`config.mk`:
```
export PLATFORM = sky130hd
export DESIGN_NAME = fbw_interp
export DESIGN_NICKNAME = d
export VERILOG_FILES = /design/src/fbw_interp.v
export VERILOG_INCLUDE_DIRS = /design/src
export SDC_FILE = /design/constraint.sdc
export NUM_CORES = 1
export LEC_CHECK = 0
export ABC_AREA = 1
export ABC_CLOCK_PERIOD_IN_PS = 3310
export BUFFER_PORTS_ARGS = -buffer_cell sky130_fd_sc_hd__buf_2
export CORE_MARGIN = 3
export CORE_UTILIZATION = 60
export CTS_BUF_LIST = sky130_fd_sc_hd__clkbuf_4 sky130_fd_sc_hd__clkbuf_8
export CTS_CLUSTER_DIAMETER = 150
export CTS_CLUSTER_SIZE = 10
export DETAILED_ROUTE_END_ITERATION = 7
export PLACE_DENSITY = 0.9
export SYNTH_ARGS = -nofsm -noshare
export SYNTH_HDL_FRONTEND = slang
export SYNTH_SLANG_ARGS = --single-unit
```
`constraint.sdc`:
```
create_clock -name core_clk_i -period 3.31 [get_ports core_clk_i]
set_input_delay 0.662 -clock core_clk_i [delete_from_list [all_inputs] [get_ports core_clk_i]]
set_output_delay 0.662 -clock core_clk_i [all_outputs]
set_load 0.01 [all_outputs]
```
`src/fbw_consts.vh`:
```
// Purpose: shared constants of the fieldbus write-word interpreter
// Assumes: 16-bit exchanged words, core clock of 200 MHz
// Notes: included by fbw_interp.v
`ifndef FBW_CONSTS_VH
`define FBW_CONSTS_VH

// =============================================
// word values
`define FBW_IDLE_NUM   16'h03E7
`define FBW_SYNC_REF   32'h00001FFF
`define FBW_NUM_TUNE   16'h0198
`define FBW_NUM_FACT   16'h00CC
`define FBW_VEC_MIN    16'h0003

// =============================================
// field positions
`define FBW_MASK_LSB   8
`define FBW_CW_RST     15
`define FBW_CW_RSTV    7
`define FBW_CW_SAVE    13
`define FBW_CW_SAVEV   5

// =============================================
// fault codes shown in the low byte of the status word
`define FBW_CODE_NONE  8'h00
`define FBW_CODE_LOCK  8'h18
`define FBW_CODE_MISS  8'h19
`define FBW_CODE_RANGE 8'h1A
`define FBW_CODE_NASG  8'h1B

// =============================================
// link-loss actions
`define FBW_ACT_RAMP   3'h0
`define FBW_ACT_COAST  3'h1
`define FBW_ACT_KEEP   3'h2
`define FBW_ACT_LOCAL  3'h3
`define FBW_ACT_LKEEP  3'h4

// =============================================
// reset values
`define FBW_RST_WORD   16'h0000
`define FBW_RST_BITS5  5'h00

`endif

```
`src/fbw_interp.v`:
```
// Purpose: interpret the cyclic fieldbus write words of a drive
// Assumes: exchange words come from board logic on core_clk_i
// Notes: parameter table and drive core sit outside this block
`timescale 1ns/100ps
`default_nettype none
`include "fbw_consts.vh"

module fbw_interp #(
	parameter CTRL_TYPE_NUM = 16'd202
) (
	input  wire        core_clk_i,
	input  wire        rst_n_i,
	input  wire        exch_strobe_i,
	input  wire [15:0] wr_ctrl_i,
	input  wire [15:0] wr_speed_i,
	input  wire [15:0] wr_outs_i,
	input  wire [15:0] wr_rd_num_i,
	input  wire [15:0] wr_chg_num_i,
	input  wire [15:0] wr_chg_val_i,
	input  wire [3:0]  bus_protocol_select_i,
	input  wire [2:0]  link_loss_action_i,
	input  wire [4:0]  output_source_config_i,
	input  wire [4:0]  func_assign_i,
	input  wire [15:0] sync_rpm_i,
	input  wire [15:0] max_rpm_i,
	input  wire        drive_enabled_i,
	input  wire        motor_model_zero_i,
	input  wire [7:0]  drive_status_i,
	input  wire        link_up_i,
	input  wire        board_present_i,
	input  wire        board_ok_i,
	input  wire [1:0]  board_protocol_i,
	input  wire        program_key_i,
	input  wire [15:0] param_rd_data_i,
	input  wire        param_rd_exists_i,
	input  wire        par_exists_i,
	input  wire        par_read_only_i,
	input  wire        par_stop_only_i,
	input  wire        par_conflict_i,
	input  wire [15:0] par_min_i,
	input  wire [15:0] par_max_i,
	output reg  [4:0]  cmd_o,
	output reg         fault_reset_o,
	output reg         save_enable_o,
	output reg  [15:0] speed_rpm_o,
	output wire        transistor_output_a_o,
	output wire        transistor_output_b_o,
	output wire        relay_output_a_o,
	output wire        relay_output_b_o,
	output wire        relay_output_c_o,
	output reg  [15:0] param_rd_num_o,
	output reg  [15:0] rd_content_o,
	output reg  [15:0] par_wr_num_o,
	output reg  [15:0] par_wr_val_o,
	output reg         par_wr_o,
	output wire [15:0] status_word_o,
	output wire        param_locked_fault_o,
	output wire        missing_param_fault_o,
	output wire        value_range_fault_o,
	output wire        not_assigned_fault_o,
	output reg         link_inactive_fault_o,
	output reg         board_inactive_fault_o,
	output wire        ramp_stop_o,
	output wire        coast_stop_o,
	output wire        go_local_o,
	output wire        keep_cmd_ref_o
);

// =============================================
// functions

// words used per protocol setting, zero when inactive
function [2:0] words_used;
	input [3:0] sel;
	begin
		case (sel)
			4'd1, 4'd4, 4'd7: words_used = 3'd2;
			4'd2, 4'd5:       words_used = 3'd4;
			4'd3, 4'd6:       words_used = 3'd6;
			default:          words_used = 3'd0;
		endcase
	end
endfunction

// protocol family that the fitted board must match
function [1:0] family;
	input [3:0] sel;
	begin
		case (sel)
			4'd1, 4'd2, 4'd3: family = 2'd1;
			4'd4, 4'd5, 4'd6: family = 2'd2;
			4'd7:             family = 2'd3;
			default:          family = 2'd0;
		endcase
	end
endfunction

// ref*sync/8191 as (p + p/8192 + 1)/8192, exact at 8191
function [15:0] scale;
	input [15:0] r;
	input [15:0] s;
	input [15:0] m;
	reg   [31:0] p;
	reg   [31:0] q;
	begin
		p = r * s;
		q = (p + (p >> 13) + 32'd1) >> 13;
		if (q > {16'h0000, m})
			scale = m;
		else
			scale = q[15:0];
	end
endfunction

// =============================================
// exchange decode
reg  [15:0] prev_ctrl_r;
reg  [15:0] last_num_r;
reg  [15:0] last_val_r;
reg  [4:0]  outs_r;
reg         rd_pend_r;
reg         wr_pend_r;
reg         lock_r;
reg         miss_rd_r;
reg         miss_wr_r;
reg         range_r;
reg         ro_r;
reg         fn_bad_r;
reg         out_bad_r;
reg         link_m_r;
reg         link_s_r;
reg         key_m_r;
reg         key_s_r;
reg         key_d_r;

wire [2:0] cnt     = words_used(bus_protocol_select_i);
wire       do_exch = exch_strobe_i & (cnt != 3'd0);
wire       has4    = do_exch & (cnt >= 3'd4);
wire       has6    = do_exch & (cnt == 3'd6);
// words are indexed from zero in the board memory
wire       idle    = has6 & (wr_chg_num_i == `FBW_IDLE_NUM);
wire       chg_req = has6 & ~idle &
	((wr_chg_num_i != last_num_r) | (wr_chg_val_i != last_val_r));
wire       cw_chg  = do_exch & (wr_ctrl_i != prev_ctrl_r);
wire [4:0] fn_sel  = wr_ctrl_i[`FBW_MASK_LSB+4:`FBW_MASK_LSB];
wire [4:0] out_sel = wr_outs_i[`FBW_MASK_LSB+4:`FBW_MASK_LSB];
wire       fn_set  = do_exch & |(fn_sel & ~func_assign_i);
wire       out_set = has4 & |(out_sel & ~output_source_config_i);

// =============================================
// write evaluation, one cycle after the request is latched
wire prot    = (par_wr_num_o == `FBW_NUM_TUNE) |
	(par_wr_num_o == `FBW_NUM_FACT);
wire to_vec  = (par_wr_num_o == CTRL_TYPE_NUM) &
	(par_wr_val_o >= `FBW_VEC_MIN) & motor_model_zero_i;
wire e_miss  = wr_pend_r & (~par_exists_i | prot);
wire e_ro    = wr_pend_r & ~e_miss & par_read_only_i;
wire e_lock  = wr_pend_r & ~e_miss & ~e_ro &
	((par_stop_only_i & drive_enabled_i) | par_conflict_i |
	to_vec);
wire e_range = wr_pend_r & ~e_miss & ~e_ro & ~e_lock &
	((par_wr_val_o < par_min_i) | (par_wr_val_o > par_max_i));
wire wr_ok   = wr_pend_r & ~e_miss & ~e_ro & ~e_lock & ~e_range;
wire clr_wr  = wr_ok | idle;

// =============================================
// control word, speed and outputs
// a set in the same cycle as a clear wins
always @(posedge core_clk_i or negedge rst_n_i) begin
	if (!rst_n_i) begin
		prev_ctrl_r   <= `FBW_RST_WORD;
		cmd_o         <= `FBW_RST_BITS5;
		fault_reset_o <= 1'b0;
		save_enable_o <= 1'b1;
		speed_rpm_o   <= `FBW_RST_WORD;
		outs_r        <= `FBW_RST_BITS5;
		fn_bad_r      <= 1'b0;
		out_bad_r     <= 1'b0;
	end else begin
		fault_reset_o <= 1'b0;
		if (do_exch) begin
			prev_ctrl_r <= wr_ctrl_i;
			// only masked and bus-assigned functions move
			cmd_o <= (cmd_o & ~(fn_sel & func_assign_i)) |
				(wr_ctrl_i[4:0] & fn_sel & func_assign_i);
			fault_reset_o <= wr_ctrl_i[`FBW_CW_RST] &
				wr_ctrl_i[`FBW_CW_RSTV] &
				~prev_ctrl_r[`FBW_CW_RSTV];
			if (wr_ctrl_i[`FBW_CW_SAVE])
				save_enable_o <= ~wr_ctrl_i[`FBW_CW_SAVEV];
			speed_rpm_o <= scale(wr_speed_i, sync_rpm_i,
				max_rpm_i);
		end
		if (has4) begin
			// masked bus-sourced outputs take the state bit, others hold
			outs_r <= (outs_r & ~(out_sel & output_source_config_i)) |
				(wr_outs_i[4:0] & out_sel &
				output_source_config_i);
		end
		// control- and output-mask faults clear only on a new control word
		fn_bad_r  <= fn_set | (fn_bad_r & ~cw_chg);
		out_bad_r <= out_set | (out_bad_r & ~cw_chg);
	end
end

assign transistor_output_a_o = outs_r[0];
assign transistor_output_b_o = outs_r[1];
assign relay_output_a_o      = outs_r[2];
assign relay_output_b_o      = outs_r[3];
assign relay_output_c_o      = outs_r[4];

// =============================================
// parameter read and change
// values pass as plain integers, no scaling here
always @(posedge core_clk_i or negedge rst_n_i) begin
	if (!rst_n_i) begin
		param_rd_num_o <= `FBW_RST_WORD;
		rd_content_o   <= `FBW_RST_WORD;
		rd_pend_r      <= 1'b0;
		miss_rd_r      <= 1'b0;
		par_wr_num_o   <= `FBW_IDLE_NUM;
		par_wr_val_o   <= `FBW_RST_WORD;
		last_num_r     <= `FBW_IDLE_NUM;
		last_val_r     <= `FBW_RST_WORD;
		wr_pend_r      <= 1'b0;
		par_wr_o       <= 1'b0;
		lock_r         <= 1'b0;
		miss_wr_r      <= 1'b0;
		range_r        <= 1'b0;
		ro_r           <= 1'b0;
	end else begin
		rd_pend_r <= has4;
		if (has4)
			param_rd_num_o <= wr_rd_num_i;
		if (rd_pend_r) begin
			if (param_rd_exists_i)
				rd_content_o <= param_rd_data_i;
			miss_rd_r <= ~param_rd_exists_i;
		end
		wr_pend_r <= chg_req;
		if (chg_req) begin
			// one attempt per new number/value pair
			par_wr_num_o <= wr_chg_num_i;
			par_wr_val_o <= wr_chg_val_i;
			last_num_r   <= wr_chg_num_i;
			last_val_r   <= wr_chg_val_i;
		end else if (idle) begin
			last_num_r <= `FBW_IDLE_NUM;
		end
		// rejected values never reach the parameter table
		par_wr_o  <= wr_ok;
		lock_r    <= e_lock | (lock_r & ~clr_wr);
		miss_wr_r <= e_miss | (miss_wr_r & ~clr_wr);
		range_r   <= e_range | (range_r & ~clr_wr);
		ro_r      <= e_ro | (ro_r & ~clr_wr);
	end
end

// =============================================
// fault indications in the status word
// these flags feed no command path, so drive state is unchanged
assign param_locked_fault_o  = lock_r;
assign missing_param_fault_o = miss_rd_r | miss_wr_r;
assign value_range_fault_o   = range_r;
assign not_assigned_fault_o  = ro_r | fn_bad_r | out_bad_r;

reg [7:0] code_w;
always @* begin
	if (param_locked_fault_o)
		code_w = `FBW_CODE_LOCK;
	else if (missing_param_fault_o)
		code_w = `FBW_CODE_MISS;
	else if (value_range_fault_o)
		code_w = `FBW_CODE_RANGE;
	else if (not_assigned_fault_o)
		code_w = `FBW_CODE_NASG;
	else
		code_w = `FBW_CODE_NONE;
end

assign status_word_o = {drive_status_i, code_w};

// =============================================
// link and board supervision
// link and key are pins, so both pass two flops first
always @(posedge core_clk_i or negedge rst_n_i) begin
	if (!rst_n_i) begin
		// reset to the connected level, else a false loss follows reset
		link_m_r <= 1'b1;
		link_s_r <= 1'b1;
		key_m_r  <= 1'b0;
		key_s_r  <= 1'b0;
		key_d_r  <= 1'b0;
	end else begin
		link_m_r <= link_up_i;
		link_s_r <= link_m_r;
		key_m_r  <= program_key_i;
		key_s_r  <= key_m_r;
		key_d_r  <= key_s_r;
	end
end

wire bus_on  = (bus_protocol_select_i != 4'd0);
wire key_hit = key_s_r & ~key_d_r;
wire lnk_set = bus_on & board_present_i & board_ok_i & ~link_s_r;
wire brd_set = bus_on & (~board_present_i | ~board_ok_i |
	(board_protocol_i != family(bus_protocol_select_i)));

// a persisting cause sets again over the key clear
always @(posedge core_clk_i or negedge rst_n_i) begin
	if (!rst_n_i) begin
		link_inactive_fault_o  <= 1'b0;
		board_inactive_fault_o <= 1'b0;
	end else begin
		link_inactive_fault_o  <= lnk_set |
			(link_inactive_fault_o & ~key_hit);
		board_inactive_fault_o <= brd_set |
			(board_inactive_fault_o & ~key_hit);
	end
end

// =============================================
// action while either supervision fault is shown
wire loss = link_inactive_fault_o | board_inactive_fault_o;

assign ramp_stop_o    = loss &
	(link_loss_action_i == `FBW_ACT_RAMP);
assign coast_stop_o   = loss &
	(link_loss_action_i == `FBW_ACT_COAST);
assign go_local_o     = loss &
	((link_loss_action_i == `FBW_ACT_LOCAL) |
	(link_loss_action_i == `FBW_ACT_LKEEP));
assign keep_cmd_ref_o = loss &
	(link_loss_action_i == `FBW_ACT_LKEEP);

endmodule // fbw_interp
`default_nettype wire

```
==> results_dict.tcl <==
set metrics [dict create \
    synthesis.yosys.warnings 0 \
    number_of_distinct_library_cells_after_synthesis 54 \
    grt_pass1_wl_mm 96.4 \
    synth_top_area_share_pct 20.9 \
    ctsRootBufferMaster "clkbuf_8" \
    post_synth_top_flop "dfrtp_1" \
    wl_met3_mm 6.39 \
    r2r-start "par_wr_num_o[13]" \
    drt_iter0_markers 2182 \
    maxSlewViolCount 0 \
    crit_start "sync_rpm_i[4]" \
    floorplan.die_area_um2 33200 \
    cts_tree "done" \
    met2WireLength_mm 31.6 \
    core_area_um2 30100 \
    routed_wl_mm 65.7 \
    nFillCells 1810 \
    synth_top_cell_by_area "fa_1" \
    cts.reportedPaths.clkPinSlew_ps 100 \
    initial_core_util_pct 61.8 \
    synth_most_common_cell "nand2_1" \
    multi_input_comb_area_um2 13600 \
    io-pin-count 336 \
    path_common_cell "nand2_1" \
    route.vias.total 19800 \
    cp.required_ps 3650 \
    seq_area_frac_synth_pct 19.1 \
    synthSimpleGateAreaFrac_pct 26.4 \
    timing.critical_path.to_type "flip-flop" \
    critical_path.n_buffers_inverters 10 \
    avgSynthCellArea_um2 7.26 \
    flow.area_growth_from_synthesis_pct 28.9 \
    post_synth_xor_area_fraction_pct 2.87 \
    h_tree_depth 4 \
    delay_contributed_by_the_slowest_stage_of_the_critical_path_ps 730 \
    maxUsedRoutingLayer "met4" \
    share_of_the_cycle_needed_by_the_critical_path_after_routing_pct 267 \
    drive_gt1_share_pct 29.4 \
    synthTopCellsByCount "nand2_1 (807), inv_1 (569), fa_1 (194), ha_1 (169), dfrtp_1 (122)" \
    detailedPlacementHpwl_mm 47.7 \
    rsz0062_at_grt "true" \
    hp-class "in2async" \
    rows 63 \
    detailedRoute.firstPassIterationCount 6 \
    cpMaxStageDelayCell "fa_1" \
    avgViaCountPerCell 5.70 \
    ant_nets 0 \
    ff_latch_area_um2 3550 \
    crit_arrival_ps 9170 \
    die_height_um 182 \
    drt_drc_violations_left 0 \
    cts_inserted_buffers 17 \
    worst-slew-pin-transition_ps 807 \
    synth_edf_count 0 \
    hold_viol_final 0 \
    crit_type "in2reg" \
    skew_ps 22.5 \
    cts.path.max_buffers 2 \
    floorplan.die.width_um 182 \
    timing.fmax_mhz 113 \
    final_period_minus_worst_setup_slack_ps 8830 \
    netlist_instances 2563 \
    groute.usage.overall_pct 35.7 \
    synth_compound_area_share_pct 4.91 \
    cpLargestDelayFamily "adder cells" \
    wl_met1_mm 23.5 \
    port_buffers 309 \
    dp.cells 3393 \
    postSynth.asyncResetShare_pct 100 \
    yosys-mux-area-fraction_pct 0.484 \
    worst_setup_path_start_kind "input pin" \
    cts.sinks 141 \
    overflow 0 \
    post_layout_nonfiller_instances 3467 \
    critical_path_peak_fanout 12 \
    timing.slew.headroom_pct 45.5 \
    grt_start_max_net_pins 88 \
    result_of_the_run "finished with violations" \
    maxCapViolCount 0 \
    final-setup-viol-count 16 \
    postLayoutSetupSlackWorst_ps -5520 \
    syn_area_um2 18600 \
    clock_insertion_delay_worst_skew_ps 450 \
    cts_hold_repair_buffers 0 \
    ys_top_cells_by_area "fa_1 (21%), dfrtp_1 (16%), nand2_1 (16%), inv_1 (11%), ha_1 (11%)" \
    main_combinational_cell_family_by_area_after_synthesis "adder cells" \
    violated_checks "negative setup slack" \
    via_count_of_the_first_global_routing_pass 19900 \
    route.detailed.wl_per_inst_um 19.0 \
    synth.ff_latch_count 141 \
    synth_adder_area_share_pct 32.2 \
    num-nets-final 3639 \
    place_congestion 0.984 \
    antenna_found_initial 3 \
    fin_util_pct 79.6 \
]
-- logic make-up (layout without fill, tap and decap cells) --
| logic type | after synthesis | in the layout |
|---|---|---|
| AND/OR/NAND/NOR | 1151 | 1152 |
| XOR/XNOR | 60 | 60 |
| flip-flops | 141 | 141 |
| adder cells (fa/ha/maj) | 363 | 363 |
| buffers and inverters | 677 | 1182 |
| AO/OA/AOI/OAI | 162 | 162 |
| multiplexers | 8 | 8 |
| other | 1 | 9 |
-- what timing repair did --
item / in CTS / in global routing
pin swaps: 53 / 106
buffers inserted: 25 / 11
resized for setup: 94 / 181
setup endpoints to repair: 16 / 16
gates cloned: 1 / 1
-- routing by layer --
| metal | up-vias | global-route usage, % |
|---|---|---|
| li1 | 8681 | - |
| met4 | 0 | 15.7 |
| met2 | 1414 | 60.8 |
| met3 | 401 | 6.32 |
| met1 | 9280 | 44.7 |
| met5 | - | 0 |
-- path summary, 6_finish.rpt --
path / cells past startpoint / slack [ps] / end
setup / recovery: 50 / -5520 / speed_rpm_o[14]
max in group asynchronous: 2 / 2200 / par_wr_num_o[0]
setup reg to reg: 7 / 710 / ro_r
min in group core_clk_i: 1 / 320 / link_m_r
hold / removal: 1 / 250 / param_rd_num_o[12]
hold reg to reg: 0 / 360 / link_s_r
-- worst reg2reg max path: cells and delay by family, from the launching register on --
family | cells | cell delay (ps)
AO/OA/AOI/OAI | 2 | 850
flip-flops | 1 | 410
AND/OR/NAND/NOR | 5 | 1240
-- registers in the layout (all words and copies together), names as in the netlist, 5 cells and up --
register / count
param_rd_num_o: 16
prev_ctrl_r: 16
par_wr_num_o: 16
speed_rpm_o: 16
last_num_r: 16
outs_r: 5
cmd_o: 5
last_val_r: 16
rd_content_o: 16
-- per-stage QoR --
step / setup slack, ps / TNS [ps] / hold WS, ps / area (um^2)
5_1_grt: -5760 / -91670 / 293 / 24000
3_5_place_dp: -5720 / -90980 / 348 / 22200
4_1_cts: -4860 / -77340 / 293 / 23100
2_1_floorplan: -4850 / -76770 / 331 / 19100
3_3_place_gp: -5480 / -87260 / 335 / 22200
6_report: -5520 / -87710 / 254 / 24000
-- placed cells by master (no fill, tap or decap), drive strengths merged, types with 2 or more instances in the layout --
master,Yosys,routed
a31oi,3,3
dfrtp,122,122
dfstp,19,19
a21oi,75,75
diode,0,5
conb,1,4
nand3b,4,4
xnor2,39,39
and2,6,6
nand2,845,845
nor3b,2,2
o221ai,2,2
a22o,3,3
nand4,58,58
o21a,6,6
nand3,79,80
ha,169,169
clkinv,2,7
buf,22,570
inv,574,583
nor4,14,14
o21ai,52,52
o21bai,2,2
nor3,7,7
fa,194,194
o22ai,9,9
xor2,21,21
or2,6,6
nor2,127,127
a221oi,3,3
o41ai,2,2
clkbuf,79,21
mux2,8,8
a21o,2,2
-- layout make-up --
type / count / share of cell area [%]
Antenna cell: 5 / 0.0522
Clock buffer: 17 / 0.976
Clock inverter: 15 / 0.537
Inverter: 576 / 9.04
Multi-Input combinational cell: 1749 / 56.6
Sequential cell: 141 / 14.8
Tap cell: 390 / 2.03
Timing Repair Buffer: 574 / 15.9
Power is not shown: default switching activity piles up to over one toggle a cycle in this logic, so the estimate is an artifact.
